--- src/common/spc_pkg.sv ---
// Purpose: Shared constants and types of the serial port block
// Assumes: Register bus with byte addresses, one 32-bit word per register
// Notes: Control registers are 16 bits wide and sit in the low lanes
package spc_pkg;

  // Register byte offsets
  localparam logic [3:0] OFS_CONTROL_ONE = 4'h0;
  localparam logic [3:0] OFS_CONTROL_TWO = 4'h4;
  localparam logic [3:0] OFS_DATA = 4'h8;
  localparam logic [3:0] OFS_STATUS = 4'hc;

  // Implemented bits and reset values
  localparam logic [15:0] CONTROL_ONE_MASK = 16'h1fff;
  localparam logic [15:0] CONTROL_TWO_MASK = 16'he002;
  localparam logic [15:0] CONTROL_RESET = 16'h0000;

  // Status bit positions
  localparam int ST_ENABLE = 15;
  localparam int ST_OVERFLOW = 6;
  localparam int ST_BUSY = 2;
  localparam int ST_TX_FULL = 1;
  localparam int ST_RX_FULL = 0;

  // Word sizes and top bit indices
  localparam logic [4:0] BITS_BYTE = 5'h08;
  localparam logic [4:0] BITS_WORD = 5'h10;
  localparam logic [3:0] TOP_BYTE = 4'h7;
  localparam logic [3:0] TOP_WORD = 4'hf;

  // Prescaler code bases
  localparam logic [3:0] SECONDARY_STEPS = 4'h8;
  localparam logic [1:0] PRIMARY_TOP = 2'h3;

  // First control register layout
  typedef struct packed {
    logic [2:0] unusedHigh;
    logic clockPinDisable;
    logic dataOutPinDisable;
    logic wordSizeSelect;
    logic inputSamplePhase;
    logic clockEdgeSelect;
    logic slaveSelectEnable;
    logic clockIdlePolarity;
    logic masterEnable;
    logic [2:0] secondaryDivider;
    logic [1:0] primaryDivider;
  } spc_ctrl_one_type;

  // Second control register layout
  typedef struct packed {
    logic framedEnable;
    logic frameSyncDirection;
    logic frameSyncPolarity;
    logic [10:0] unusedMid;
    logic frameSyncEdge;
    logic unusedLow;
  } spc_ctrl_two_type;

  // Pins seen from the block
  typedef struct packed {
    logic clockIn;
    logic dataIn;
    logic selectIn;
  } spc_pin_in_type;

  typedef struct packed {
    logic clockOut;
    logic clockOe;
    logic dataOut;
    logic dataOe;
    logic selectOut;
    logic selectOe;
  } spc_pin_out_type;

  // Transfer sequencer states
  typedef enum logic [2:0] {
    IDLE = 3'b001,
    PRESYNC = 3'b010,
    SHIFT = 3'b100
  } spc_state_type;

endpackage

--- src/hw/spc_port.sv ---
// Purpose: Synchronous serial port with configurable clocking and framing
// Assumes: Avalon-MM slave, clock 250 MHz, synchronous active-high reset
// Notes: One 16-bit shift register, separate transmit and receive buffers
//
// What this block does
// - Master: clock pin disable releases the clock pin to general I/O.
// - Data-out disable releases the serial output pin; clear lets port drive it.
// - Word size select chooses 16-bit words when set, 8-bit when clear.
// - Master samples input at bit end when phase set, mid-bit when clear.
// - Edge select: output changes active-to-idle when set, idle-to-active when clear.
// - Slave with select enable uses low-active select pin; otherwise ignores it.
// - Polarity set: clock idles high; clear: clock idles low.
// - Master enable selects master operation; clear selects slave.
// - Secondary divider code 111 divides by one, down to eight at 000.
// - Primary divider codes 11,10,01,00 divide by 1,4,16,64.
// - Framed operation ignores edge select; software programs it zero.
// - Framed operation turns the select pin into frame sync pulse.
// - Frame sync direction set receives pulse, clear generates it.
// - Frame sync polarity set means active-high, clear active-low.
// - Frame edge set: pulse with first bit; clear: one bit before.
// - Unimplemented control bits read zero; control bits reset to zero.
// - Clock pin is output in master operation, input in slave.
// - Data shifts through a 16-bit register apart from the buffers.
`timescale 1ns/1ps
module spc_port (
  // Clock and reset
  input wire logic clock,
  input wire logic reset,
  // Avalon-MM register slave
  input wire logic [3:0] address,
  input wire logic read,
  input wire logic write,
  input wire logic [3:0] byteenable,
  input wire logic [31:0] writedata,
  output logic [31:0] readdata,
  output wire logic waitrequest,
  // Serial port pins
  input wire spc_pkg::spc_pin_in_type pinIn,
  output spc_pkg::spc_pin_out_type pinOut
);

  spc_pkg::spc_ctrl_one_type ctrlOne;
  spc_pkg::spc_ctrl_two_type ctrlTwo;
  spc_pkg::spc_state_type state;
  spc_pkg::spc_state_type next_state;
  logic respond;
  logic portEnable;
  logic txFull;
  logic rxFull;
  logic overflow;
  logic [15:0] txBuf;
  logic [15:0] rxBuf;
  logic [15:0] shiftReg;
  logic [9:0] divCnt;
  logic [4:0] bitCnt;
  logic outBit;
  logic sckLevel;
  logic selLevel;
  logic sckPrev;
  logic sckSync;
  logic sdiSync;
  logic selSync;

  // Overall divide ratio from both prescaler codes
  function automatic logic [9:0] divRatio(input logic [1:0] pri, input logic [2:0] sec);
    logic [9:0] priRatio;
    logic [9:0] secRatio;
    priRatio = 10'h001 << {spc_pkg::PRIMARY_TOP - pri, 1'b0};
    secRatio = {6'h00, spc_pkg::SECONDARY_STEPS - {1'b0, sec}};
    divRatio = 10'(priRatio * secRatio);
  endfunction

  // Byte lane merge for 16-bit registers
  function automatic logic [15:0] merge(input logic [15:0] old, input logic [15:0] mask);
    logic [15:0] lanes;
    lanes = {{8{byteenable[1]}}, {8{byteenable[0]}}};
    merge = ((old & ~lanes) | (writedata[15:0] & lanes)) & mask;
  endfunction

  // Pin synchronisers
  spc_sync #(.INIT(1'b0)) syncClock (.clock(clock), .reset(reset), .async(pinIn.clockIn), .level(sckSync));
  spc_sync #(.INIT(1'b0)) syncData (.clock(clock), .reset(reset), .async(pinIn.dataIn), .level(sdiSync));
  spc_sync #(.INIT(1'b1)) syncSelect (.clock(clock), .reset(reset), .async(pinIn.selectIn), .level(selSync));

  // Bus handshake and address decode
  assign waitrequest = (read | write) & ~respond;
  wire wrAcc = write & respond;
  wire rdAcc = read & respond;
  wire hitOne = address == spc_pkg::OFS_CONTROL_ONE;
  wire hitTwo = address == spc_pkg::OFS_CONTROL_TWO;
  wire hitData = address == spc_pkg::OFS_DATA;
  wire hitStat = address == spc_pkg::OFS_STATUS;
  wire dataWr = wrAcc & hitData;
  wire dataRd = rdAcc & hitData;
  wire statWr = wrAcc & hitStat;
  wire [15:0] statusWord = (16'(portEnable) << spc_pkg::ST_ENABLE) | (16'(overflow) << spc_pkg::ST_OVERFLOW)
    | (16'(state != spc_pkg::IDLE) << spc_pkg::ST_BUSY) | (16'(txFull) << spc_pkg::ST_TX_FULL)
    | (16'(rxFull) << spc_pkg::ST_RX_FULL);
  wire [15:0] readMux = hitOne ? 16'(ctrlOne) : hitTwo ? 16'(ctrlTwo) : hitData ? rxBuf
    : hitStat ? statusWord : 16'h0000;

  // Mode decode
  wire isMaster = ctrlOne.masterEnable;
  wire framed = ctrlTwo.framedEnable;
  wire frameMaster = framed & ~ctrlTwo.frameSyncDirection;
  wire ckeEff = ctrlOne.clockEdgeSelect & ~framed;
  wire smpEff = ctrlOne.inputSamplePhase & isMaster;
  wire wide = ctrlOne.wordSizeSelect;
  wire [4:0] wordBits = wide ? spc_pkg::BITS_WORD : spc_pkg::BITS_BYTE;
  wire [3:0] topIdx = wide ? spc_pkg::TOP_WORD : spc_pkg::TOP_BYTE;
  wire [3:0] nextTop = topIdx - 4'h1;
  wire [9:0] ratio = divRatio(ctrlOne.primaryDivider, ctrlOne.secondaryDivider);
  wire [9:0] halfRatio = {1'b0, ratio[9:1]};
  wire syncActive = selSync == ctrlTwo.frameSyncPolarity;
  wire slaveSelected = framed ? syncActive : (ctrlOne.slaveSelectEnable ? ~selSync : 1'b1);
  wire inWord = state == spc_pkg::SHIFT;

  // Bit clock events, generated in master and detected in slave
  wire sckMoved = sckSync != sckPrev;
  wire leadS = sckMoved & (sckSync != ctrlOne.clockIdlePolarity);
  wire trailS = sckMoved & (sckSync == ctrlOne.clockIdlePolarity);
  wire leadM = divCnt == 10'h000;
  wire trailM = divCnt == halfRatio;
  wire slotLast = divCnt == ratio - 10'h001;
  wire leadEv = isMaster ? leadM : leadS;
  wire trailEv = isMaster ? trailM : trailS;
  wire sampleEv = inWord & (smpEff ? (ckeEff ? trailEv : slotLast) : (ckeEff ? leadEv : trailEv));
  wire changeEv = inWord & (ckeEff ? trailEv : leadEv);
  wire bitStep = isMaster ? (inWord & slotLast) : sampleEv;
  wire wordEnd = bitStep & (bitCnt == wordBits - 5'h01);
  wire [15:0] rxShift = {shiftReg[14:0], sdiSync};
  wire [15:0] rxWord = sampleEv ? rxShift : shiftReg;
  wire [15:0] rxMasked = wide ? rxWord : {8'h00, rxWord[7:0]};

  // Transfer start, abort and flag events
  wire isIdle = state == spc_pkg::IDLE;
  wire startMaster = isIdle & portEnable & isMaster & txFull & (~framed | frameMaster | syncActive);
  wire startSlave = isIdle & portEnable & ~isMaster & slaveSelected;
  wire loadTx = startMaster | startSlave;
  wire abortSlave = inWord & ~isMaster & ctrlOne.slaveSelectEnable & ~framed & selSync;
  wire ovClear = statWr & byteenable[0] & writedata[spc_pkg::ST_OVERFLOW];
  wire ovSet = wordEnd & rxFull & ~dataRd;
  wire pulseOn = frameMaster & (ctrlTwo.frameSyncEdge ? (inWord & (bitCnt == 5'h00))
    : (state == spc_pkg::PRESYNC));

  // Sequencer next state
  always_comb begin
    next_state = state;
    unique case (state)
      spc_pkg::IDLE: begin
        if (startMaster) begin
          next_state = (frameMaster & ~ctrlTwo.frameSyncEdge) ? spc_pkg::PRESYNC : spc_pkg::SHIFT;
        end else if (startSlave) begin
          next_state = spc_pkg::SHIFT;
        end
      end
      spc_pkg::PRESYNC: begin
        if (slotLast) begin
          next_state = spc_pkg::SHIFT;
        end
      end
      spc_pkg::SHIFT: begin
        if (wordEnd | abortSlave) begin
          next_state = spc_pkg::IDLE;
        end
      end
      default: begin
        next_state = spc_pkg::IDLE;
      end
    endcase
    if (!portEnable) begin
      next_state = spc_pkg::IDLE;
    end
  end

  // Bus response and read data
  always_ff @(posedge clock) begin
    if (reset) begin
      respond <= 1'b0;
      readdata <= 32'h00000000;
    end else begin
      respond <= (read | write) & ~respond;
      if (read & ~respond) begin
        readdata <= {16'h0000, readMux};
      end
    end
  end

  // Control registers and transmit buffer
  always_ff @(posedge clock) begin
    if (reset) begin
      ctrlOne <= spc_pkg::CONTROL_RESET;
      ctrlTwo <= spc_pkg::CONTROL_RESET;
      portEnable <= 1'b0;
      txBuf <= 16'h0000;
    end else begin
      if (wrAcc & hitOne) begin
        ctrlOne <= merge(16'(ctrlOne), spc_pkg::CONTROL_ONE_MASK);
      end
      if (wrAcc & hitTwo) begin
        ctrlTwo <= merge(16'(ctrlTwo), spc_pkg::CONTROL_TWO_MASK);
      end
      if (statWr & byteenable[1]) begin
        portEnable <= writedata[spc_pkg::ST_ENABLE];
      end
      if (dataWr) begin
        txBuf <= merge(txBuf, 16'hffff);
      end
    end
  end

  // Buffer flags, set wins over clear
  always_ff @(posedge clock) begin
    if (reset) begin
      txFull <= 1'b0;
      rxFull <= 1'b0;
      overflow <= 1'b0;
      rxBuf <= 16'h0000;
    end else begin
      txFull <= (txFull & ~loadTx) | dataWr;
      rxFull <= (rxFull & ~dataRd) | wordEnd;
      overflow <= (overflow & ~ovClear) | ovSet;
      if (wordEnd & ~ovSet) begin
        rxBuf <= rxMasked;
      end
    end
  end

  // Sequencer state and counters
  always_ff @(posedge clock) begin
    if (reset) begin
      state <= spc_pkg::IDLE;
      divCnt <= 10'h000;
      bitCnt <= 5'h00;
    end else begin
      state <= next_state;
      if (isMaster & ~isIdle & ~slotLast) begin
        divCnt <= divCnt + 10'h001;
      end else begin
        divCnt <= 10'h000;
      end
      if (loadTx) begin
        bitCnt <= 5'h00;
      end else if (bitStep) begin
        bitCnt <= bitCnt + 5'h01;
      end
    end
  end

  // Shift register, data out, clock and frame pulse levels
  always_ff @(posedge clock) begin
    if (reset) begin
      shiftReg <= 16'h0000;
      outBit <= 1'b0;
      sckLevel <= 1'b0;
      selLevel <= 1'b1;
      sckPrev <= 1'b0;
    end else begin
      sckPrev <= sckSync;
      selLevel <= pulseOn ? ctrlTwo.frameSyncPolarity : ~ctrlTwo.frameSyncPolarity;
      if (loadTx) begin
        shiftReg <= txBuf;
        outBit <= txBuf[topIdx];
      end else begin
        if (sampleEv) begin
          shiftReg <= rxShift;
        end
        if (changeEv) begin
          outBit <= sampleEv ? shiftReg[nextTop] : shiftReg[topIdx];
        end
      end
      if (inWord & isMaster & leadM) begin
        sckLevel <= ~ctrlOne.clockIdlePolarity;
      end else if (~inWord | trailM) begin
        sckLevel <= ctrlOne.clockIdlePolarity;
      end
    end
  end

  // Pin drive and release
  assign pinOut.clockOut = sckLevel;
  assign pinOut.clockOe = portEnable & isMaster & ~ctrlOne.clockPinDisable;
  assign pinOut.dataOut = outBit;
  assign pinOut.dataOe = portEnable & ~ctrlOne.dataOutPinDisable;
  assign pinOut.selectOut = selLevel;
  assign pinOut.selectOe = portEnable & frameMaster;
endmodule

--- src/hw/spc_sync.sv ---
// Purpose: Three-stage input synchroniser with agreement filter
// Assumes: Input is asynchronous to clock
// Notes: Output follows only when stages two and three agree
`timescale 1ns/1ps
module spc_sync #(
  parameter logic INIT = 1'b0
) (
  // Clock and reset
  input wire logic clock,
  input wire logic reset,
  // Raw and filtered level
  input wire logic async,
  output logic level
);

  logic stageOne;
  logic stageTwo;
  logic stageThree;

  // Shift chain and agreement filter
  always_ff @(posedge clock) begin
    if (reset) begin
      stageOne <= INIT;
      stageTwo <= INIT;
      stageThree <= INIT;
      level <= INIT;
    end else begin
      stageOne <= async;
      stageTwo <= stageOne;
      stageThree <= stageTwo;
      if (stageTwo == stageThree) begin
        level <= stageThree;
      end
    end
  end

endmodule

--- config.mk ---
export PLATFORM = sky130hd
export DESIGN_NAME = spc_port
export DESIGN_NICKNAME = d
export VERILOG_FILES = /design/src/common/spc_pkg.sv /design/src/hw/spc_port.sv /design/src/hw/spc_sync.sv
export SDC_FILE = /design/constraint.sdc
export NUM_CORES = 1
export LEC_CHECK = 0
export BUFFER_PORTS_ARGS = -buffer_cell sky130_fd_sc_hd__buf_2
export CORE_ASPECT_RATIO = 0.8
export CORE_MARGIN = 2
export CORE_UTILIZATION = 63
export DETAILED_ROUTE_END_ITERATION = 10
export PLACE_DENSITY = 0.91
export SLEW_MARGIN = 20
export SYNTH_ARGS = -nofsm -noshare
export SYNTH_HDL_FRONTEND = slang
export SYNTH_SLANG_ARGS = --single-unit
--- constraint.sdc ---
create_clock -name clock -period 11.8 [get_ports clock]
set_clock_uncertainty 0.05 [all_clocks]
set_input_delay 0.59 -clock clock [delete_from_list [all_inputs] [get_ports clock]]
set_output_delay 0.59 -clock clock [all_outputs]
set_load 0.01 [all_outputs]
==> results_dict.tcl, run 1 <==
set metrics [dict create \
    ys_ff_latch 120 \
    postSynthAreaPerCell_um2 8.89 \
    io_buffers 51 \
    crit_path_end_kind "register" \
    initial_core_util_pct 65.8 \
    startpoint_type "register" \
    fin_total_pwr_uw 944 \
    drc 0 \
    antenna_left 0 \
    final_cells 900 \
    die_x_um 117 \
    final_common_cell "nor2_1" \
    antenna_found_initial 0 \
    path_depth 17 \
    path_delay_family "simple AND/OR/NAND/NOR gates" \
    hold_viol 0 \
    detail_route.wl_per_cell_um 18.8 \
    path_buf_inv 3 \
    synth-main-ff-cell "dfxtp_1" \
    die_area_um2 11000 \
    clk_pin_slew_ns 0.05 \
    globalRoute.totalOverflow 0 \
    outcome "completed" \
    hold_buffers 0 \
    rsz0062_at_grt "no" \
    cts_resized 0 \
    drv_slew 0 \
    cts_buffers 17 \
    p_per_area_nw_per_um2 132 \
    cts_max_level 4 \
    nNetsFinal 815 \
    max_freq_mhz 186 \
    clock-sinks 120 \
    dr.pass1.iters 8 \
    ys_seq_area_share_pct 37.4 \
    grtUsageTotal_pct 31.9 \
    vdd_drop_max_v 0.000115 \
    cp_slowest_cell "and3_1" \
    rows 32 \
    min_path_type "input pin to register" \
    ioPinCount 86 \
    synth_cell_type_count 78 \
    critPathCapture "rxBuf[0]$_SDFFE_PP0P_" \
    tightest_slew_ns 1.04 \
    finalCritPeriodShare_pct 45.5 \
    area_growth_pct 11.5 \
    vias_per_cell 6.40 \
    period_minus_slack_ns 5.36 \
    synth_cells 723 \
    ys_warn_count 0 \
    worstPathRequired_ns 12.06 \
    relSlewSlack_pct 30.3 \
    drt-initial-drc-count 827 \
    clk_latency_ns 0.41 \
    vias 5759 \
    cts_root_buffer "clkbuf_16" \
    synth_edf_count 0 \
    post_cts_buffers 0 \
    crit_fanout 16 \
    netlist_area_um2 6430 \
    cts_tree "yes" \
    dp.cells 868 \
    ys_async_sr_fraction_pct 0 \
    slowest_delay_ns 0.61 \
    drive_gt1_share_pct 14.7 \
    path_class "register to register" \
    dp_hpwl_um 11500 \
    r2r_cells 17 \
    grt_start_max_net_pins 109 \
    cts_buffer_depth 2 \
    p_leak_uw 0.00296 \
    final_cell_mix "nor2_1, dfxtp_1, mux2i_1" \
    arrival_ns 5.62 \
    coreArea_um2 9770 \
    antennaDiodeCount 0 \
    gp_congestion 0.917 \
    r2r_slack_ns 6.44 \
    reg2reg_to "rxBuf[0]$_SDFFE_PP0P_" \
    grt_pass1_vias 5501 \
    cap_violations 0 \
    wl_um 16900 \
    grt_pass1_wl_um 27200 \
    setup_viol 0 \
    tns_ns 0 \
    path_cells "inv_1 > ha_1 > and2_1 > ha_1 > inv_1 > fa_1 > inv_1 > ha_1 > xor2_1 > nor4_2 > nand3_1 > or3_1 > o2111a_1 > o31ai_4 > and3_1 > a21oi_1 > a311oi_1" \
    die_height_um 94.3 \
]
## worst min path at each step
stage                                              start                             end  cells after the start
after floorplan           syncSelect.stageOne$_SDFF_PP1_  syncSelect.stageTwo$_SDFF_PP1_                      1
after global placement    syncSelect.stageOne$_SDFF_PP1_  syncSelect.stageTwo$_SDFF_PP1_                      1
after detailed placement  syncSelect.stageOne$_SDFF_PP1_  syncSelect.stageTwo$_SDFF_PP1_                      1
after CTS                                       pinIn[0]  syncSelect.stageOne$_SDFF_PP1_                      2
after global routing                            pinIn[0]  syncSelect.stageOne$_SDFF_PP1_                      2
final                                           pinIn[0]  syncSelect.stageOne$_SDFF_PP1_                      2
## synthesized netlist by cell type (4+ instances only)
cell type  count  area share [%]
clkbuf_1      29             1.7
a211oi_1      15             1.8
nor4_1         6            0.58
buf_2          4            0.31
nand3b_1       8            0.93
nor2b_1       14             1.4
nor3b_1        5            0.58
nand2b_1      14             1.4
nor3_1        27             2.1
mux2_2         5            0.88
and3_1         7            0.68
a22oi_1        4            0.47
ha_1          15             2.9
a221oi_1      12             1.6
mux2i_1       53             8.3
o31ai_1        8            0.93
xnor2_1       20             2.7
buf_4         21             2.5
and2_1         7            0.68
nor2_1       121             7.1
xor2_1        15             2.0
a21oi_1       26             2.0
dfxtp_1      120              37
o21ai_0       12            0.93
nand3_1       18             1.4
a311oi_1       7            0.95
a22o_1         5            0.68
nand2_1       27             1.6
buf_1          5            0.29
o211ai_1       5            0.58
inv_1         18             1.1
or2_2          4            0.39
## metal layers
| metal | track usage (%) | up-vias | routed length [um] |
|---|---|---|---|
| li1 | - | 2595 | - |
| met1 | 41.9 | 2687 | 6740 |
| met5 | 0 | - | 0 |
| met3 | 8.09 | 90 | 1860 |
| met2 | 49.6 | 387 | 7590 |
| met4 | 14.7 | 0 | 728 |
## stage by stage
step | hold slack, ns | worst slack (ns) | instance area (um^2) | utilization [%]
after floorplan | 0.339 | 7.51 | 6480 | -
after global placement | 0.342 | 6.90 | 6610 | 67.6
after detailed placement | 0.366 | 6.68 | 6610 | 67.6
after CTS | 0.302 | 6.53 | 7170 | 73.3
after global routing | 0.315 | 6.11 | 7170 | 73.3
final | 0.309 | 6.44 | 7170 | 73.3
## power breakdown
| group | leakage [uW] | internal [uW] | switching, uW | total (uW) |
|---|---|---|---|---|
| Clock | 0.000271 | 314 | 176 | 490 |
| Sequential | 0.000971 | 411 | 3.27 | 414 |
| Combinational | 0.00172 | 13.6 | 26.8 | 40.4 |
## logic make-up (layout without fill, tap and decap cells)
group                    after synthesis  in the layout  share of synthesized area, %
AO/OA/AOI/OAI                        122            122                          14.6
XOR/XNOR                              37             37                          5.47
adder cells (fa/ha/maj)               17             17                          3.54
buffers and inverters                 80            106                          6.33
flip-flops                           120            120                          37.4
multiplexers                          58             58                          9.13
other                                  1             16                        0.0583
AND/OR/NAND/NOR                      288            288                          23.5
## area by class of cell
type | instances | area (um^2)
well taps | 136 | 170
fillers | 622 | 2600
multi-input cells | 538 | 3670
inverters | 18 | 67.6
repair buffers | 56 | 293
clock inverters | 9 | 100
clock buffers | 23 | 458
flip-flops and latches | 120 | 2400
Power figures use the tool's default switching activity.
==> run 2, diff against run 1 <==
--- a/config.mk
+++ b/config.mk
@@ -8,9 +8,9 @@
 export BUFFER_PORTS_ARGS = -buffer_cell sky130_fd_sc_hd__buf_2
 export CORE_ASPECT_RATIO = 0.8
 export CORE_MARGIN = 2
-export CORE_UTILIZATION = 63
+export CORE_UTILIZATION = 52
 export DETAILED_ROUTE_END_ITERATION = 10
-export PLACE_DENSITY = 0.91
+export PLACE_DENSITY = 0.81
 export SLEW_MARGIN = 20
 export SYNTH_ARGS = -nofsm -noshare
 export SYNTH_HDL_FRONTEND = slang
==> constraint.sdc (replaced) <==
create_clock -name clock -period 4.4 [get_ports clock]
set_clock_uncertainty 0.05 [all_clocks]
set_input_delay 0.22 -clock clock [delete_from_list [all_inputs] [get_ports clock]]
set_output_delay 0.22 -clock clock [all_outputs]
set_load 0.01 [all_outputs]
==> results_dict.tcl, run 2 (same netlist as run 1, synthesis figures left out) <==
set metrics [dict create \
    tns_ns 0 \
    multi_input_area_um2 3900 \
    gp_congestion 0.905 \
    crit_fanout 8 \
    antennaDiodeCount 0 \
    drive_gt1_share_pct 24.5 \
    initial_core_util_pct 53.0 \
    cts_tree "yes" \
    p_per_area_nw_per_um2 323 \
    path_class "register to register" \
    coreArea_um2 12100 \
    startpoint_type "register" \
    tightest_slew_ns 1.06 \
    drc 0 \
    grt_start_max_net_pins 60 \
    grt_pass1_wl_um 25500 \
    period_minus_slack_ns 4.37 \
    fin_total_pwr_uw 2520 \
    cts_buffers 17 \
    arrival_ns 4.62 \
    p_leak_uw 0.00325 \
    fin_util_pct 64.5 \
    drt-initial-drc-count 621 \
    hold_viol 0 \
    max_freq_mhz 229 \
    worst_hold_slack_ns 0.00913 \
    crit_path_end_kind "register" \
    worstPathRequired_ns 4.65 \
    clock-sinks 120 \
    dp_hpwl_um 11400 \
    ioPinCount 86 \
    cts_buffer_depth 2 \
    cts_max_level 4 \
    cap_violations 0 \
    nFillCells 948 \
    dr.pass1.iters 5 \
    io_buffers 51 \
    die_area_um2 13300 \
    vias_per_cell 5.85 \
    setup_viol 0 \
    wl_um 17100 \
    relSlewSlack_pct 29.4 \
    clk_latency_ns 0.42 \
    min_path_type "input pin to register" \
    cts_root_buffer "clkbuf_16" \
    grt_pass1_vias 4960 \
    outcome "completed" \
    globalRoute.totalOverflow 0 \
    antenna_left 0 \
    final_cell_mix "nor2_1, dfxtp_1, buf_4" \
    regArea_um2 2410 \
    finalCritPeriodShare_pct 99.4 \
    detail_route.wl_per_cell_um 17.7 \
    rows 36 \
    area_growth_pct 21.5 \
    dp.cells 924 \
    die_x_um 128 \
    die_height_um 103 \
    antenna_found_initial 0 \
    drv_slew 0 \
    vdd_drop_max_v 0.000277 \
    clk_pin_slew_ns 0.06 \
    grtUsageTotal_pct 25.0 \
    final_cells 967 \
    nNetsFinal 867 \
    final_common_cell "nor2_1" \
    vias 5660 \
]
==> run 2: cell type report <==
| type | instances | share of cell area [%] |
|---|---|---|
| Clock buffer | 19 | 5.80 |
| Clock inverter | 12 | 1.33 |
| Inverter | 18 | 0.865 |
| Multi-Input combinational cell | 540 | 50.0 |
| Sequential cell | 120 | 30.9 |
| Tap cell | 152 | 2.44 |
| Timing Repair Buffer | 106 | 8.73 |
==> run 2: path summary, 6_finish.rpt <==
check                                from                      endpoint  slack, ns  cells past startpoint
max reg2reg                      register           outBit$_SDFFE_PP0P_       0.03                     16
min reg2reg  syncData.stageOne$_SDFF_PP0_  syncData.stageTwo$_SDFF_PP0_       0.39                      1
min                         writedata[11]                      register      0.009                      3
max                              register           outBit$_SDFFE_PP0P_       0.03                     16
==> run 2: metrics by stage <==
step,setup slack (ns),area (um^2)
floorplan,0.111,6480
global placement,-0.00175,6940
detailed placement,-0.0734,6940
CTS,0.000864,7630
global route,-0.135,7810
finish,0.0277,7810
==> run 2: power by group <==
group          total (uW)  internal [uW]  switching [uW]
clock                1300            797             501
sequential           1110           1100            8.57
combinational         116           41.4            74.5
==> run 2: metal layers <==
metal	vias to the layer above	share of wire (%)	GRT usage, %
met1	2671	45	35.6
met3	29	9.2	5.97
met5	-	0	0
met4	0	1.6	8.62
met2	264	44	37.1
li1	2696	-	-
==> run 2: repair_timing <==
item	in CTS	in global routing
setup buffers	4	4
endpoints found under the hold margin	3	0
pin swaps	11	23
hold buffers	3	0
gates cloned	1	1
gates resized for setup	13	33
endpoints found under the setup margin	36	53
==> run 2: worst max-delay path: stages, from the launching register on <==
cell      delay [ns]
dfxtp_2         0.31
or3_4           0.41
nor2_4          0.09
ha_2            0.15
inv_1           0.05
fa_1            0.52
inv_2           0.06
ha_4            0.18
a21o_1          0.22
a32oi_4         0.25
xnor2_1         0.09
or3_4           0.40
o31a_1          0.32
a311oi_4        0.33
nand2_4         0.20
mux2i_4         0.24
o311ai_1        0.36
